$ cat config.mk
export PLATFORM = sky130hd
export DESIGN_NAME = ssh_top
export DESIGN_NICKNAME = d
export VERILOG_FILES = /design/src/rtl/ssh_pkg.sv /design/src/rtl/ssh_status_group.sv /design/src/rtl/ssh_top.sv
export VERILOG_INCLUDE_DIRS = /design/src /design/src/rtl
export SDC_FILE = /design/constraint.sdc
export NUM_CORES = 1
export LEC_CHECK = 0
export ABC_AREA = 1
export BUFFER_PORTS_ARGS = -buffer_cell sky130_fd_sc_hd__clkbuf_2
export CAP_MARGIN = 5
export CORE_UTILIZATION = 32
export DETAILED_ROUTE_END_ITERATION = 8
export PLACE_DENSITY = 0.51
export SYNTH_ARGS = -nofsm -noshare
export SYNTH_HDL_FRONTEND = slang
export SYNTH_SLANG_ARGS = --single-unit
$ cat constraint.sdc
create_clock -name i_clk -period 3.6 [get_ports i_clk]
set_input_delay 0.9 -clock i_clk [delete_from_list [all_inputs] [get_ports i_clk]]
set_output_delay 0.9 -clock i_clk [all_outputs]
set_load 0.005 [all_outputs]
$ cat src/rtl/ssh_map.svh
// constants of the status summary hierarchy: bit positions, masks,
// reset values and error code ranges
// assumes inclusion by bare name from the package and the design modules
`ifndef SSH_MAP_SVH
`define SSH_MAP_SVH

// summary byte bit positions
`define SSH_SB_GROUP_A      0
`define SSH_SB_TRACE        1
`define SSH_SB_ERRQ         2
`define SSH_SB_QUEST        3
`define SSH_SB_MSG          4
`define SSH_SB_STD_SUMMARY  5
`define SSH_SB_SRQ_SUMMARY  6
`define SSH_SB_OPER         7
`define SSH_SB_GROUP_A_BIT  0
// summary byte bits that may request service (bit 6 excluded)
`define SSH_SRQ_SRC_MASK    8'hBF

// standard event latch bit positions
`define SSH_SE_OPC          0
`define SSH_SE_QUERY        2
`define SSH_SE_DEVICE       3
`define SSH_SE_EXEC         4
`define SSH_SE_COMMAND      5
`define SSH_SE_POWER_ON     7
`define SSH_SE_VALID_MASK   8'hBD
`define SSH_SE_RESET        8'h80

// operation group
`define SSH_OP_SWEEP        3
`define SSH_OP_MEASURE      4
`define SSH_OP_SELF_TEST    8
`define SSH_OP_VALID_MASK   16'h0118
`define SSH_GRP_W           16

// status group and summary mask reset values
`define SSH_RISE_RESET      16'h7FFF
`define SSH_FALL_RESET      16'h0000
`define SSH_ENABLE_RESET    16'h0000
`define SSH_MASK8_RESET     8'h00

// error code ranges (inclusive, signed 16 bit)
`define SSH_CMD_ERR_HI      -16'sd100
`define SSH_CMD_ERR_LO      -16'sd199
`define SSH_EXE_ERR_HI      -16'sd200
`define SSH_EXE_ERR_LO      -16'sd299
`define SSH_DEV_ERR_HI      -16'sd300
`define SSH_DEV_ERR_LO      -16'sd399

`endif

$ cat src/rtl/ssh_pkg.sv
// types of the status summary hierarchy: command codes and state records
// assumes ssh_map.svh is on the include path
`include "ssh_map.svh"
package ssh_pkg;

  // command codes decoded from the remote controller's text commands
  typedef enum logic [3:0] {
    SSH_CMD_NOP      = 4'h0,
    SSH_CMD_RD_SB    = 4'h1,
    SSH_CMD_WR_SRM   = 4'h2,
    SSH_CMD_RD_SRM   = 4'h3,
    SSH_CMD_WR_PPM   = 4'h4,
    SSH_CMD_RD_PPM   = 4'h5,
    SSH_CMD_RD_SEL   = 4'h6,
    SSH_CMD_WR_SEM   = 4'h7,
    SSH_CMD_RD_SEM   = 4'h8,
    SSH_CMD_RD_IST   = 4'h9,
    SSH_CMD_RD_OCOND = 4'hA,
    SSH_CMD_RD_OEVT  = 4'hB,
    SSH_CMD_WR_ORISE = 4'hC,
    SSH_CMD_WR_OFALL = 4'hD,
    SSH_CMD_WR_OEN   = 4'hE,
    SSH_CMD_RD_OEN   = 4'hF
  } ssh_cmd_t;

  // state of one status group
  typedef struct packed {
    logic [`SSH_GRP_W-1:0] rise_filter;
    logic [`SSH_GRP_W-1:0] fall_filter;
    logic [`SSH_GRP_W-1:0] enable;
    logic [`SSH_GRP_W-1:0] cond_prev;
    logic [`SSH_GRP_W-1:0] event_latch;
    logic                  summary;
  } ssh_group_state_t;

  // state of the summary block
  typedef struct packed {
    logic [7:0]  service_request_mask;
    logic [7:0]  parallel_poll_mask;
    logic [7:0]  standard_event_mask;
    logic [7:0]  standard_event_latch;
    logic [7:0]  summary_prev;
    logic [7:0]  summary_byte;
    logic        opc_armed;
    logic        srq;
    logic        individual_status_flag;
    logic        rsp_valid;
    logic [15:0] rsp_data;
    logic        err_push;
    logic [15:0] err_code;
  } ssh_state_t;

endpackage : ssh_pkg

$ cat src/rtl/ssh_status_group.sv
// one 16-bit status group: condition, edge filters, event latch, enable
// assumes conditions come from logic on i_clk; writes and reads are pulses
`timescale 1ns/100ps
`default_nettype none
`include "ssh_map.svh"
module ssh_status_group #(
  parameter logic [`SSH_GRP_W-1:0] VALID_MASK = `SSH_OP_VALID_MASK
) (
  // clock and reset
  input  wire logic                  i_clk,
  input  wire logic                  i_reset,
  // live conditions
  input  wire logic [`SSH_GRP_W-1:0] i_cond,
  // register access
  input  wire logic                  i_wr_rise,
  input  wire logic                  i_wr_fall,
  input  wire logic                  i_wr_enable,
  input  wire logic [`SSH_GRP_W-1:0] i_wdata,
  input  wire logic                  i_rd_event,
  // results
  output logic      [`SSH_GRP_W-1:0] o_cond,
  output logic      [`SSH_GRP_W-1:0] o_event,
  output logic      [`SSH_GRP_W-1:0] o_enable,
  output logic                       o_summary
);

  ssh_pkg::ssh_group_state_t s_reg;
  ssh_pkg::ssh_group_state_t s_next;
  logic [`SSH_GRP_W-1:0]     cond_m;
  logic [`SSH_GRP_W-1:0]     edges;

  // undefined bits and bit 15 read as zero
  assign cond_m = i_cond & VALID_MASK;

  // edge filters, read-clear with set winning, summary
  always_comb begin
    s_next = s_reg;
    edges  = (cond_m & ~s_reg.cond_prev & s_reg.rise_filter)
           | (~cond_m & s_reg.cond_prev & s_reg.fall_filter);
    s_next.cond_prev = cond_m;
    if (i_wr_rise) begin
      s_next.rise_filter = i_wdata & VALID_MASK;
    end
    if (i_wr_fall) begin
      s_next.fall_filter = i_wdata & VALID_MASK;
    end
    if (i_wr_enable) begin
      s_next.enable = i_wdata & VALID_MASK;
    end
    // events since last read; read clears, new edge still lands
    s_next.event_latch = ((i_rd_event ? '0 : s_reg.event_latch) | edges)
                         & VALID_MASK;
    s_next.summary = |(s_next.event_latch & s_next.enable);
  end

  // state register
  always_ff @(posedge i_clk or posedge i_reset) begin
    if (i_reset) begin
      s_reg <= '{rise_filter: `SSH_RISE_RESET & VALID_MASK,
                 fall_filter: `SSH_FALL_RESET, enable: `SSH_ENABLE_RESET,
                 cond_prev: '0, event_latch: '0, summary: 1'b0};
    end else begin
      s_reg <= s_next;
    end
  end

  assign o_cond    = s_reg.cond_prev;
  assign o_event   = s_reg.event_latch;
  assign o_enable  = s_reg.enable;
  assign o_summary = s_reg.summary;
endmodule : ssh_status_group
`default_nettype wire

$ cat src/rtl/ssh_top.sv
// status summary hierarchy: summary byte, service request, individual
// status flag, standard event latch and the operation status group
// assumes one clock, decoded register commands arriving as one-cycle
// strobes, and status inputs produced by logic on the same clock
`timescale 1ns/100ps
`default_nettype none
`include "ssh_map.svh"
module ssh_top (
  // clock and reset
  input  wire logic        i_clk,
  input  wire logic        i_reset,
  // decoded register commands
  input  wire logic        i_cmd_valid,
  input  wire logic [3:0]  i_cmd_code,
  input  wire logic [15:0] i_cmd_wdata,
  // summaries of the lower groups
  input  wire logic        i_group_a_summary,
  input  wire logic        i_trace_summary,
  input  wire logic        i_questionable_summary,
  // queue levels
  input  wire logic        i_err_queue_not_empty,
  input  wire logic        i_message_waiting_flag,
  // command engine events
  input  wire logic        i_opc_cmd,
  input  wire logic        i_exec_busy,
  input  wire logic        i_query_error,
  input  wire logic        i_device_error,
  input  wire logic        i_exec_error,
  input  wire logic        i_command_error,
  input  wire logic [15:0] i_err_detail,
  // operation conditions
  input  wire logic        i_sweep_summary,
  input  wire logic        i_measurement_active,
  input  wire logic        i_self_test_active,
  // register answers
  output logic             o_rsp_valid,
  output logic      [15:0] o_rsp_data,
  // status outputs
  output logic      [7:0]  o_summary_byte,
  output logic             o_srq,
  output logic             o_individual_status_flag,
  // error queue push
  output logic             o_err_push,
  output logic      [15:0] o_err_code
);

  ssh_pkg::ssh_state_t   s_reg;
  ssh_pkg::ssh_state_t   s_next;
  ssh_pkg::ssh_cmd_t     cmd;
  logic [`SSH_GRP_W-1:0] oper_cond_in;
  logic [`SSH_GRP_W-1:0] oper_cond;
  logic [`SSH_GRP_W-1:0] oper_event;
  logic [`SSH_GRP_W-1:0] oper_enable;
  logic                  oper_summary;
  logic [7:0]            sb_now;
  logic [7:0]            se_set;
  logic                  opc_fire;

  // strobe test for one command code
  function automatic logic is_cmd(input logic v, input ssh_pkg::ssh_cmd_t c,
                                  input ssh_pkg::ssh_cmd_t want);
    return v && (c == want);
  endfunction : is_cmd

  // keep an error code inside its range, or above zero when allow_pos, else use the range head
  function automatic logic [15:0] fit_code(input logic [15:0] c,
                                           input logic signed [15:0] hi,
                                           input logic signed [15:0] lo,
                                           input logic allow_pos);
    logic signed [15:0] v;
    v = $signed(c);
    if ((v <= hi && v >= lo) || (allow_pos && v > 16'sd0)) begin
      return c;
    end
    return hi;
  endfunction : fit_code

  assign cmd = ssh_pkg::ssh_cmd_t'(i_cmd_code);

  // operation conditions: only bits 3, 4 and 8 exist
  always_comb begin
    oper_cond_in                    = '0;
    oper_cond_in[`SSH_OP_SWEEP]     = i_sweep_summary;
    oper_cond_in[`SSH_OP_MEASURE]   = i_measurement_active;
    oper_cond_in[`SSH_OP_SELF_TEST] = i_self_test_active;
  end

  // operation status group
  ssh_status_group #(
    .VALID_MASK (`SSH_OP_VALID_MASK)
  ) u_oper (
    .i_clk       (i_clk),
    .i_reset     (i_reset),
    .i_cond      (oper_cond_in),
    .i_wr_rise   (is_cmd(i_cmd_valid, cmd, ssh_pkg::SSH_CMD_WR_ORISE)),
    .i_wr_fall   (is_cmd(i_cmd_valid, cmd, ssh_pkg::SSH_CMD_WR_OFALL)),
    .i_wr_enable (is_cmd(i_cmd_valid, cmd, ssh_pkg::SSH_CMD_WR_OEN)),
    .i_wdata     (i_cmd_wdata),
    .i_rd_event  (is_cmd(i_cmd_valid, cmd, ssh_pkg::SSH_CMD_RD_OEVT)),
    .o_cond      (oper_cond),
    .o_event     (oper_event),
    .o_enable    (oper_enable),
    .o_summary   (oper_summary)
  );

  // standard event sources of this cycle
  always_comb begin
    opc_fire                   = s_reg.opc_armed && !i_exec_busy;
    se_set                     = '0;
    se_set[`SSH_SE_OPC]        = opc_fire;
    se_set[`SSH_SE_QUERY]      = i_query_error;
    se_set[`SSH_SE_DEVICE]     = i_device_error;
    se_set[`SSH_SE_EXEC]       = i_exec_error;
    se_set[`SSH_SE_COMMAND]    = i_command_error;
  end

  // live summary byte built from lower summaries and queue levels
  always_comb begin
    sb_now = '0;
    sb_now[`SSH_SB_GROUP_A_BIT] = i_group_a_summary;
    sb_now[`SSH_SB_TRACE]       = i_trace_summary;
    sb_now[`SSH_SB_ERRQ]        = i_err_queue_not_empty;
    sb_now[`SSH_SB_QUEST]       = i_questionable_summary;
    sb_now[`SSH_SB_MSG]         = i_message_waiting_flag;
    sb_now[`SSH_SB_STD_SUMMARY] =
      |(s_reg.standard_event_latch & s_reg.standard_event_mask);
    sb_now[`SSH_SB_OPER]        = oper_summary;
    // service request summary ignores its own mask bit
    sb_now[`SSH_SB_SRQ_SUMMARY] =
      |(sb_now & s_reg.service_request_mask & `SSH_SRQ_SRC_MASK);
  end

  // next state: masks, latch, service request, poll flag, answers
  always_comb begin
    s_next = s_reg;
    // mask writes; undefined standard event bits stay zero
    if (is_cmd(i_cmd_valid, cmd, ssh_pkg::SSH_CMD_WR_SRM)) begin
      s_next.service_request_mask = i_cmd_wdata[7:0];
    end
    if (is_cmd(i_cmd_valid, cmd, ssh_pkg::SSH_CMD_WR_PPM)) begin
      s_next.parallel_poll_mask = i_cmd_wdata[7:0];
    end
    if (is_cmd(i_cmd_valid, cmd, ssh_pkg::SSH_CMD_WR_SEM)) begin
      s_next.standard_event_mask =
        i_cmd_wdata[7:0] & `SSH_SE_VALID_MASK;
    end
    // completion tracking
    if (i_opc_cmd) begin
      s_next.opc_armed = 1'b1;
    end else if (opc_fire) begin
      s_next.opc_armed = 1'b0;
    end
    // read clears the latch, a new event in that cycle still lands
    s_next.standard_event_latch =
      ((is_cmd(i_cmd_valid, cmd, ssh_pkg::SSH_CMD_RD_SEL)
        ? 8'h00 : s_reg.standard_event_latch) | se_set)
      & `SSH_SE_VALID_MASK;
    // service request on an enabled rising summary bit
    s_next.summary_prev = sb_now;
    s_next.summary_byte = sb_now;
    s_next.srq = |(sb_now & ~s_reg.summary_prev
                   & s_reg.service_request_mask
                   & `SSH_SRQ_SRC_MASK);
    // poll flag uses every bit including bit 6
    s_next.individual_status_flag = |(sb_now & s_reg.parallel_poll_mask);
    // error queue push, one per cycle, command error first
    s_next.err_push = i_command_error | i_exec_error | i_device_error;
    s_next.err_code = s_reg.err_code;
    if (i_command_error) begin
      s_next.err_code = fit_code(i_err_detail, `SSH_CMD_ERR_HI,
                                 `SSH_CMD_ERR_LO, 1'b0);
    end else if (i_exec_error) begin
      s_next.err_code = fit_code(i_err_detail, `SSH_EXE_ERR_HI,
                                 `SSH_EXE_ERR_LO, 1'b0);
    end else if (i_device_error) begin
      s_next.err_code = fit_code(i_err_detail, `SSH_DEV_ERR_HI,
                                 `SSH_DEV_ERR_LO, 1'b1);
    end
    // answers to read commands, one cycle after the strobe
    s_next.rsp_valid = 1'b0;
    s_next.rsp_data  = s_reg.rsp_data;
    if (i_cmd_valid) begin
      case (cmd)
        ssh_pkg::SSH_CMD_RD_SB: begin
          s_next.rsp_valid = 1'b1;
          s_next.rsp_data  = {8'h00, sb_now};
        end
        ssh_pkg::SSH_CMD_RD_SRM: begin
          s_next.rsp_valid = 1'b1;
          s_next.rsp_data  = {8'h00, s_reg.service_request_mask};
        end
        ssh_pkg::SSH_CMD_RD_PPM: begin
          s_next.rsp_valid = 1'b1;
          s_next.rsp_data  = {8'h00, s_reg.parallel_poll_mask};
        end
        ssh_pkg::SSH_CMD_RD_SEL: begin
          s_next.rsp_valid = 1'b1;
          s_next.rsp_data  = {8'h00, s_reg.standard_event_latch};
        end
        ssh_pkg::SSH_CMD_RD_SEM: begin
          s_next.rsp_valid = 1'b1;
          s_next.rsp_data  = {8'h00, s_reg.standard_event_mask};
        end
        ssh_pkg::SSH_CMD_RD_IST: begin
          s_next.rsp_valid = 1'b1;
          s_next.rsp_data  = {15'h0000, s_reg.individual_status_flag};
        end
        ssh_pkg::SSH_CMD_RD_OCOND: begin
          s_next.rsp_valid = 1'b1;
          s_next.rsp_data  = oper_cond;
        end
        ssh_pkg::SSH_CMD_RD_OEVT: begin
          s_next.rsp_valid = 1'b1;
          s_next.rsp_data  = oper_event;
        end
        ssh_pkg::SSH_CMD_RD_OEN: begin
          s_next.rsp_valid = 1'b1;
          s_next.rsp_data  = oper_enable;
        end
        default: begin
          s_next.rsp_valid = 1'b0;
        end
      endcase
    end
  end

  // state register; power-on event is the latch's reset value
  always_ff @(posedge i_clk or posedge i_reset) begin
    if (i_reset) begin
      s_reg <= '{service_request_mask: `SSH_MASK8_RESET,
                 parallel_poll_mask:   `SSH_MASK8_RESET,
                 standard_event_mask:  `SSH_MASK8_RESET,
                 standard_event_latch: `SSH_SE_RESET,
                 summary_prev: 8'h00, summary_byte: 8'h00,
                 opc_armed: 1'b0, srq: 1'b0, individual_status_flag: 1'b0,
                 rsp_valid: 1'b0, rsp_data: 16'h0000,
                 err_push: 1'b0, err_code: 16'h0000};
    end else begin
      s_reg <= s_next;
    end
  end

  // outputs straight from the state register
  assign o_rsp_valid              = s_reg.rsp_valid;
  assign o_rsp_data               = s_reg.rsp_data;
  assign o_summary_byte           = s_reg.summary_byte;
  assign o_srq                    = s_reg.srq;
  assign o_individual_status_flag = s_reg.individual_status_flag;
  assign o_err_push               = s_reg.err_push;
  assign o_err_code               = s_reg.err_code;
endmodule : ssh_top
`default_nettype wire

# Word level (Yosys, flattened, before mapping)
# Index checks and enable logic that the tools add are counted.
# word_totals
regBits,102
word_cells,108
# classes
magnitude_cmp,7
n_eq_ne,15
n_mux,26
bitwise,18
reduce_logical,24
# op_table
cell,n
16-bit two-way mux,10
16-bit case mux with 9 select lines,1
8-bit bitwise AND,5
9-bit bitwise AND,4
4-bit equality test (second input constant),8
16-bit by 10-bit greater-or-equal comparator with 1-bit output (second input constant),2
9-bit inverter,2
9-bit OR,2
17-bit two-way mux,1
9-bit by 16-bit bitwise AND with 16-bit output,1
4-bit by 3-bit equality test with 1-bit output (second input constant),4
16-bit by 9-bit greater-or-equal comparator with 1-bit output (second input constant),1
16-bit by 1-bit > comparator with 1-bit output (second input constant),1
16-bit by 10-bit less-or-equal comparator with 1-bit output (second input constant),1
16-bit by 8-bit less-or-equal comparator with 1-bit output (second input constant),1
16-bit by 9-bit less-or-equal comparator with 1-bit output (second input constant),1
16-bit OR reduction,1
8-bit OR reduction,2
7-bit OR reduction,2
1-bit logical AND,12
1-bit two-way mux,12
9-bit two-way mux,1
9-bit nonzero test,1
9-bit OR reduction,1
11 further kinds,13

# Longest topological paths before layout
# Gate-level depths: netlist (run 1).
# depth
word_depth,11
depth_mapped,13
ltp_nobuf,13

# By module
# Synthesis (run 1) repeated with hierarchy kept, for this count alone.
# hier_totals
cells_unflattened,672
area_unflattened_um2,5313.8
# by_module_without_submodules
mod,instances,cells_each,area_each_um2,seq_area_each_um2
ssh_top,1,569,4339.2,1828.0
ssh_status_group,1,103,974.7,404.1

# Least setup slack after synthesis (run 1)
# Ideal clock, no wire load.
# synth_path
kind,input to register
startpoint,input port i_err_detail[5]
endpoint,"register s_reg, in the netlist o_err_code[0]"
setup_ns,0.117
arrival_ns,1.926
path_slack_ns,1.556
cell_stages,11
path_buffers,1
path_cell_list,clkbuf_2 -> inv_1 -> nand3_1 -> nor2_1 -> nand2_1 -> a21oi_1 -> nand2_1 -> nand2_2 -> nand2_4 -> nand3_1 -> nand2_1
# synth_between
elab_chain_cells,11
word_cells_on_any_way,26
# synth_lines
item,line,rtl
from (decl),ssh_top.sv:30,"input wire logic [15:0] i_err_detail,"
16-bit by 10-bit less-or-equal comparator with 1-bit output or 16-bit by 10-bit greater-or-equal comparator with 1-bit output (tied branches),ssh_top.sv:72,if ((v <= hi && v >= lo) || (allow_pos && v > 16'sd0)) begin
1-bit logical AND,ssh_top.sv:72,
1-bit logical OR,ssh_top.sv:72,
1-bit two-way mux,ssh_top.sv:72,
1-bit two-way mux,ssh_top.sv:175,end else if (i_device_error) begin
1-bit two-way mux,ssh_top.sv:172,end else if (i_exec_error) begin
1-bit two-way mux,ssh_top.sv:169,if (i_command_error) begin
16-bit two-way mux,ssh_top.sv:75,return hi;
16-bit two-way mux,ssh_top.sv:175,
16-bit two-way mux,ssh_top.sv:172,
16-bit two-way mux *,ssh_top.sv:169,
to (signal assigned),ssh_top.sv:230,"s_reg <= '{service_request_mask: `SSH_MASK8_RESET,"
to (signal assigned),ssh_top.sv:239,s_reg <= s_next;
to (decl),ssh_top.sv:47,ssh_pkg::ssh_state_t s_reg;
# Every way passes the cells marked *; elsewhere a longest branch is shown, timed or not. The select of a mux whose other input is x is not followed.
# A chain may end at the register's enable or synchronous reset.

# Worst setup path after layout (run 1)
# layout_path
startpoint,input port i_cmd_code[2]
endpoint,"register s_reg, in the netlist o_rsp_data[1]"
# layout_between
elab_chain_cells,3
word_cells_on_any_way,12
# layout_lines
item,line,rtl
from (decl),ssh_top.sv:14,"input wire logic [3:0] i_cmd_code,"
4-bit equality test (tied with other cells),ssh_top.sv:183,case (cmd)
9-bit nonzero test (no line),-,
2-bit AND reduction (no line),-,
# Parallel ways exist; a longest one is shown, timed or not.

==> flow_summary.json, run 1 <==
{
  "r2r-start": "s_reg[57]",
  "ys_warn_count": 0,
  "fin_nets": 659,
  "synth_edf_count": 0,
  "synth_area_sq_um": 4410,
  "p_leak_nw": 2.55,
  "gp_congestion": 0.833,
  "slowest_delay_ns": 0.45,
  "overflow": 0,
  "cap_violations": 0,
  "min_path_type": "reg -> reg",
  "grt_pass1_vias": 3569,
  "root_buffer": "clkbuf_16",
  "num_antenna_cells": 0,
  "grt_first_pass_wirelength_um": 18100,
  "worst_slew_pin_slew_ns": 0.572,
  "fp.dieH_um": 119,
  "layout_setup_ws_ns": 1.06,
  "yosysTopAreaCellShare_pct": 44.3,
  "synth.yosys.seq_area_share_pct": 46.7,
  "dpl_worst_slack_ns": 0.693,
  "synth_cell_types": 43,
  "synthToLayoutAreaGrowth_pct": 14.4,
  "cts_buffers": 9,
  "crit_slowest_cell": "nor2_2",
  "cts_tree": "done",
  "grt_setup_unrepaired": "false",
  "relSlewSlack_pct": 61.7,
  "end_kind": "register",
  "antenna_found_initial": 0,
  "fin_skew_ns": 0.00688,
  "synthArstFlopShare_pct": 100,
  "timing.setup.tns_ns": 0,
  "ir_worst_vdd_v": 0.000220,
  "worstSetupPathType": "in -> reg",
  "grtUsageTotal_pct": 16.5,
  "setup_violations": 0,
  "vias_per_cell": 4.70,
  "die-area_sq_um": 14200,
  "dr.first_iter.drc_count": 224,
  "start_util_pct": 33.0,
  "synth.avg_cell_area_sq_um": 7.94,
  "slew_viol_final": 0,
  "grt_max_degree": 33,
  "cts_buffer_depth": 2,
  "core_sq_um": 13300,
  "finalHoldViolCount": 0,
  "arrival_ns": 2.77,
  "clk_latency_ns": 0.34,
  "hold_start": "s_reg[60]",
  "floorplan.rows": 42,
  "critPathLaunch": "i_cmd_code[2]",
  "post_cts_buffers": 0,
  "synth_top_area_cell": "dfrtp_1",
  "synthTopCellsByArea": "dfrtp_1 (44%), nand2_1 (13%), buf_4 (7.0%), inv_1 (4.9%), o21ai_0 (4.4%)",
  "powerDensity_nw_per_um2": 518,
  "dpl.hpwl_um": 8430,
  "path_clk_slew_ns": 0.06,
  "hold_slack_ns": 0.455,
  "portBuffers": 82,
  "ant_nets": 0,
  "vias": 3695,
  "synth_cells": 555,
  "status": "finished clean",
  "cts.sinks": 82,
  "cp_max_fo": 17,
  "post-route-period-util_pct": 70.7,
  "start_kind": "primary input",
  "synthFlopType": "dfrtp_1",
  "post_cts_resized": 0,
  "boundaryPins": 97,
  "largest_register_ffs": 29,
  "htreeDepth": 3,
  "path_cells": "clkbuf_2, inv_2, nor2_2, o21ai_2, nand2_4, inv_4, a21oi_4, mux2_2",
  "dieWidth_um": 119,
  "wl_um": 11100,
  "fmax_mhz": 393,
  "period_needed_ns": 2.54,
  "route.detailed.wl_per_inst_um": 14.2,
  "synth_seq_cells": 82,
  "cp.required_ns": 3.82,
  "dr.pass1.iters": 4,
  "drive_gt1_share_pct": 22.3,
  "drc_errors": 0,
  "ctsHoldBuffers": 0
}
## layout make-up
class	count	area [sq um]
Tap cell	176	220
Sequential cell	82	2060
Clock inverter	3	46.3
Inverter	62	236
Multi-Input combinational cell	367	1780
Timing Repair Buffer	84	425
Clock buffer	13	270
Fill cell	1442	8310
## synthesized netlist by cell type, types with 2 or more instances
cell / number
a21oi_1: 22
a221oi_1: 2
a31oi_1: 2
a41oi_1: 2
buf_2: 2
buf_4: 41
clkbuf_1: 5
dfrtp_1: 78
dfstp_2: 4
inv_1: 58
inv_2: 3
mux2_2: 2
nand2_1: 148
nand2_2: 2
nand2_4: 5
nand3_1: 35
nand3_2: 2
nand4_1: 11
nor2_1: 51
nor2_2: 6
nor2_4: 3
o21ai_0: 39
o21ai_2: 3
o21bai_1: 3
o221ai_1: 3
o22ai_1: 6
## path summary, 6_finish.rpt
path	endpoint	slack (ns)	cells after the start
max reg2reg	o_rsp_data[6]	2.07	8
max	o_rsp_data[1]	1.06	8
min	s_reg[60]	0.45	2
min in group asynchronous	o_err_code[2]	0.58	2
min reg2reg	s_reg[60]	0.45	2
max in group asynchronous	u_oper.s_reg[69]	2.21	3
## worst max-delay path, delay by kind of cell
family | cells | cell delay, ns
and+or+nand+nor | 2 | 0.57
buffers and inverters | 3 | 0.32
muxes | 1 | 0.39
AOI/OAI and AO/OA | 2 | 0.59
## cell usage in the layout (no fill, tap or decap), drive strengths merged, types with 3 or more instances in the layout
cell,instances
o221ai,3
a41oi,3
nand2,155
o21ai,43
nand4,11
conb,7
nor2,60
nand3,37
clkbuf,95
a21oi,24
dfrtp,78
dfstp,4
inv,61
o21bai,4
o22ai,6
## cells by family (layout without fill, tap and decap cells)
| group | after synthesis | in the layout | share of synthesized area, % |
|---|---|---|---|
| muxes | 2 | 2 | 0.511 |
| and+or+nand+nor | 267 | 267 | 26.8 |
| AOI/OAI and AO/OA | 91 | 91 | 12.6 |
| buffers and inverters | 112 | 162 | 13.3 |
| other | 1 | 7 | 0.0851 |
| DFF | 82 | 82 | 46.7 |
## layer usage
layer	up-vias	wire (um)	global-route usage (%)
met5	-	0	0
met4	0	223	7.34
met3	15	485	2.44
met2	109	5100	25.7
met1	1723	5340	22.6
li1	1848	-	-
## metrics by stage
| step | cells | area, sq um | util [%] | total power, W |
|---|---|---|---|---|
| 3_3_place_gp | 771 | 4720 | 35.4 | 0.00165 |
| 6_report | 787 | 5040 | 37.8 | 0.00261 |
| 3_5_place_dp | 771 | 4720 | 35.4 | 0.00166 |
| 5_1_grt | 787 | 5040 | 37.8 | 0.00275 |
| 2_1_floorplan | 561 | 4430 | - | 0.00154 |
| 4_1_cts | 787 | 5040 | 37.8 | 0.00264 |
## report_power, final
part | switching (W) | internal (W) | total, W
combinational | 0.000274 | 0.000184 | 0.000458
clock | 0.000372 | 0.000596 | 0.000968
sequential | 0.000101 | 0.00108 | 0.00118
(Power assumes the default switching activity.)
==> inputs of run 2 (changes only) <==
Settings changed: ABC_AREA 1 to 0, PLACE_DENSITY 0.51 to 0.53.
Clock period 3.6 ns to 2.25 ns, I/O delays scaled along.
==> flow_summary.json, run 2 <==
{
  "largest_register_ffs": 29,
  "p_comb_share_pct": 17.8,
  "ctsHoldBuffers": 0,
  "relSlewSlack_pct": 61.7,
  "cp.required_ns": 2.46,
  "vias_per_cell": 5.24,
  "post_cts_buffers": 0,
  "grt_setup_unrepaired": "false",
  "powerDensity_nw_per_um2": 821,
  "ant_nets": 0,
  "post-route-util_pct": 40.3,
  "reg2reg_depth": 5,
  "fmax_mhz": 497,
  "cts_tree": "done",
  "wl_um": 11000,
  "dpl.hpwl_um": 8460,
  "end_kind": "register",
  "start_kind": "primary input",
  "cts_buffer_depth": 2,
  "post_cts_resized": 0,
  "finalHoldViolCount": 0,
  "grt_first_pass_wirelength_um": 18300,
  "clkPwrFrac_pct": 37.5,
  "synth.yosys.seq_area_share_pct": 47.9,
  "synth_edf_count": 0,
  "r2r_end": "o_individual_status_flag",
  "boundaryPins": 97,
  "path_clk_slew_ns": 0.06,
  "cts_buffers": 9,
  "dieWidth_um": 118,
  "core_sq_um": 12900,
  "dr.pass1.iters": 5,
  "start_util_pct": 33.4,
  "synth_most_common_cell": "dfrtp_1",
  "intPower_w": 0.00312,
  "seqPwrFrac_pct": 44.7,
  "synth_cells": 414,
  "critPathLaunch": "i_err_detail[0]",
  "grtUsageTotal_pct": 16.7,
  "status": "finished clean",
  "drc_errors": 0,
  "r2r-start": "s_reg[53]",
  "hold_slack_ns": 0.269,
  "synth_top_area_cell": "dfrtp_1",
  "ir_worst_vdd_v": 0.000363,
  "clk_latency_ns": 0.34,
  "synthTopCellsByArea": "dfrtp_1 (45%), mux2_2 (8.9%), buf_4 (7.2%), a22oi_1 (3.3%), dfstp_2 (2.4%)",
  "cap_violations": 0,
  "yosysTopAreaCellShare_pct": 45.4,
  "slew_viol_final": 0,
  "regToRegSetupSlack_ns": 0.59,
  "p_leak_nw": 2.22,
  "fin_skew_ns": 0.00722,
  "route.detailed.wl_per_inst_um": 16.4,
  "setup_violations": 0,
  "synth_seq_cells": 82,
  "ys_warn_count": 0,
  "layout_common_cells": "clkbuf_2 (82), dfrtp_1 (78), mux2_2 (34), buf_4 (34), nor2_1 (27)",
  "synthTopCellsByCount": "dfrtp_1 (78), buf_4 (41), mux2_2 (34), nor2_1 (27), nand2_1 (25)",
  "synth_cell_types": 59,
  "power_switching_w": 0.00115,
  "vias": 3495,
  "gp_congestion": 0.871,
  "final_common_cell": "clkbuf_2",
  "total_power_w": 0.00426,
  "synthFlopType": "dfrtp_1",
  "synth_area_sq_um": 4300,
  "post-route-period-util_pct": 89.5,
  "die-area_sq_um": 13900,
  "cp_max_fo": 6,
  "overflow": 0,
  "synthArstFlopShare_pct": 100,
  "num_antenna_cells": 0,
  "synth.avg_cell_area_sq_um": 10.4,
  "worst_slew_pin_slew_ns": 0.574,
  "fin_nets": 543,
  "root_buffer": "clkbuf_16",
  "grt_pass1_vias": 3513,
  "floorplan.rows": 41,
  "synthToLayoutAreaGrowth_pct": 20.8,
  "dr.first_iter.drc_count": 139,
  "cts.sinks": 82,
  "p_sw_share_pct": 26.9,
  "fp.dieH_um": 118,
  "grt_max_degree": 39,
  "arrival_ns": 2.23,
  "fill_cells": 1284,
  "portBuffers": 82,
  "antenna_found_initial": 0,
  "drive_gt1_share_pct": 37.4,
  "htreeDepth": 3,
  "period_needed_ns": 2.01,
  "min_path_type": "in -> async",
  "worstSetupPathType": "in -> reg"
}
run 2: cell count changes after synthesis, moves of 6 or more:
cell / previous run / this run
nand3_1: 35 / 12
a22oi_1: 1 / 19
o22a_1: 0 / 8
nand2_1: 148 / 25
mux2_2: 2 / 34
o21ai_0: 39 / 13
nor2_1: 51 / 27
inv_1: 58 / 9
nor2b_1: 0 / 8
nor2_2: 6 / 0
run 2: metrics by stage:
| stage | std cells | setup TNS [ns] | setup slack (ns) | area (sq um) |
|---|---|---|---|---|
| detailed placement | 651 | -0.726 | -0.105 | 4860 |
| CTS | 667 | 0 | 0.253 | 5190 |
| global placement | 651 | -0.705 | -0.0835 | 4860 |
| finish | 667 | 0 | 0.237 | 5190 |
| global route | 667 | 0 | 0.0964 | 5190 |
| floorplan | 420 | 0 | 0.126 | 4320 |
run 2: layout make-up:
class	count	area [sq um]	share of cell area (%)
clock buffer	11	243	4.68
tap	172	215	4.15
timing repair buffer	118	706	13.6
multi-input combinational	270	1850	35.6
clock inverter	5	86.3	1.66
inverter	9	37.5	0.723
sequential	82	2060	39.6
run 2: routing by layer:
layer | share of wire [%] | global-route usage (%) | up-vias
met5 | 0 | 0 | -
met4 | 1.0 | 4.81 | 0
met3 | 4.9 | 4.07 | 7
met2 | 49 | 27.3 | 123
met1 | 45 | 21.7 | 1736
li1 | - | - | 1629
run 2: power groups by stage:
stage | clock [W] | sequential (W) | combinational, W
global placement | 0 | 0.00193 | 0.000751
detailed placement | 0 | 0.00193 | 0.000762
finish | 0.00160 | 0.00191 | 0.000757
floorplan | 0 | 0.00186 | 0.000580
CTS | 0.00164 | 0.00190 | 0.000764
global route | 0.00170 | 0.00193 | 0.000847
run 2: kinds of logic after synthesis:
kind of cell              Yosys count  synth area share [%]
buffers and inverters              68                  9.67
AOI/OAI and AO/OA                 107                  17.8
muxes                              34                  8.91
other                               1                0.0873
DFF                                82                  47.9
and+or+nand+nor                   121                  15.4
xor gates and xnor gates            1                 0.204
run 2: how the worst max path moves through the flow:
stage	endpoint	slack (ns)	depth (start not counted)
finish	o_err_code[5]	0.24	7
CTS	o_err_code[5]	0.25	8
detailed placement	o_err_code[5]	-0.11	8
global route	o_err_code[5]	0.1	8
global placement	o_err_code[5]	-0.08	7
floorplan	o_err_code[5]	0.13	7
run 2: worst max-delay path, stage by stage:
cell and delay [ns]:
clkbuf_2 0.10, or4_1 0.53, nand4_1 0.12, a221oi_2 0.07, nor2_1 0.42, o31ai_2 0.12, a221o_1 0.31
==> inputs of run 3 (changes only) <==
Settings changed: ABC_AREA 0 to 1, MAX_ROUTING_LAYER from default to met4.
==> flow_summary.json, run 3 (synthesis results as in run 1) <==
{
  "p_sw_share_pct": 28.2,
  "floorplan.rows": 42,
  "cts_buffer_depth": 2,
  "min_path_type": "in -> async",
  "wl_um": 11000,
  "cp_max_fo": 9,
  "grt_first_pass_wirelength_um": 18400,
  "fin_skew_ns": 0.0107,
  "dr.pass1.iters": 5,
  "r2r-start": "s_reg[61]",
  "clk_latency_ns": 0.34,
  "ctsHoldBuffers": 0,
  "power_switching_w": 0.00120,
  "timing.setup.tns_ns": 0,
  "num_antenna_cells": 0,
  "htreeDepth": 3,
  "antenna_found_initial": 0,
  "finalHoldViolCount": 0,
  "slew_viol_final": 0,
  "dieWidth_um": 119,
  "intPower_w": 0.00305,
  "end_kind": "register",
  "root_buffer": "clkbuf_16",
  "critPathLaunch": "i_err_detail[0]",
  "drc_errors": 0,
  "overflow": 0,
  "start_kind": "primary input",
  "status": "finished clean",
  "powerDensity_nw_per_um2": 827,
  "route.detailed.wl_per_inst_um": 13.9,
  "worst_slew_pin_slew_ns": 0.600,
  "p_leak_nw": 2.60,
  "arrival_ns": 1.96,
  "path_clk_slew_ns": 0.06,
  "vias": 3772,
  "post-route-period-util_pct": 75.1,
  "post_cts_buffers": 0,
  "fmax_mhz": 592,
  "post_cts_resized": 0,
  "final_common_cell": "nand2_1",
  "cap_violations": 0,
  "cts.sinks": 82,
  "boundaryPins": 97,
  "die-area_sq_um": 14200,
  "relSlewSlack_pct": 59.9,
  "portBuffers": 82,
  "fin_nets": 667,
  "setup_violations": 0,
  "grtUsageTotal_pct": 17.0,
  "drive_gt1_share_pct": 23.3,
  "fp.dieH_um": 119,
  "cts_buffers": 9,
  "grt_pass1_vias": 3709,
  "cp.required_ns": 2.52,
  "clkPwrFrac_pct": 37.8,
  "vias_per_cell": 4.74,
  "dpl.hpwl_um": 8380,
  "period_needed_ns": 1.69,
  "core_sq_um": 13300,
  "p_comb_share_pct": 17.6,
  "layout_common_cells": "nand2_1 (148), clkbuf_2 (82), dfrtp_1 (78), inv_1 (57), nor2_1 (51)",
  "start_util_pct": 33.0,
  "synthToLayoutAreaGrowth_pct": 16.6,
  "dr.first_iter.drc_count": 285,
  "reg2reg_depth": 8,
  "ir_worst_vdd_v": 0.000408,
  "seqPwrFrac_pct": 44.6,
  "grt_setup_unrepaired": "false",
  "worstSetupPathType": "in -> reg",
  "grt_max_degree": 83,
  "ant_nets": 0,
  "gp_congestion": 0.843,
  "largest_register_ffs": 29,
  "cts_tree": "done",
  "total_power_w": 0.00425,
  "post-route-util_pct": 38.5
}
[run 3: worst paths after layout]
kind	to	slack, ns
worst max-delay path	o_err_code[1]	0.56
worst min-delay path	o_err_code[6]	0.30
worst max register to register	o_rsp_data[6]	0.73
worst min register to register	s_reg[60]	0.45
max in group asynchronous	s_reg[60]	1.53
min in group i_clk	u_oper.o_cond[8]	0.36
[run 3: cell type report]
type,instances,area [sq um]
clock inverter,5,85.1
multi-input combinational,367,1780
timing repair buffer,92,510
inverter,62,239
fill,1420,8210
tap,176,220
clock buffer,11,243
sequential,82,2060
[run 3: power by group through the flow]
stage	combinational, W	clock (W)	sequential [W]
after floorplan	0.000588	0	0.00187
after global placement	0.000743	0	0.00191
after detailed placement	0.000757	0	0.00192
after CTS	0.000760	0.00165	0.00189
after global routing	0.000860	0.00171	0.00192
final	0.000749	0.00160	0.00190
[run 3: metal layers]
metal	global-route usage (%)	share of wire (%)
met3	2.49	4.5
met4	8.36	2.4
met2	25.5	46
met5	-	0
met1	22.3	48
[run 3: stage by stage]
stage	setup slack, ns	instance area, sq um	hold slack [ns]	cells
floorplan	0.544	4430	0.395	561
global placement	0.220	4810	0.446	779
detailed placement	0.212	4810	0.448	779
CTS	0.570	5140	0.354	795
global route	0.397	5140	0.365	795
finish	0.560	5140	0.302	795
[run 3: critical path, cell delays in order]
cell      delay [ns]
clkbuf_2        0.09
nor2_1          0.22
buf_4           0.17
nand2_1         0.06
nor2_2          0.12
nand2_1         0.06
nand2_1         0.10
nand3_2         0.12
nand2_4         0.11
nand2_2         0.07
nand2_4         0.11
nand3_1         0.09
nand2_1         0.07
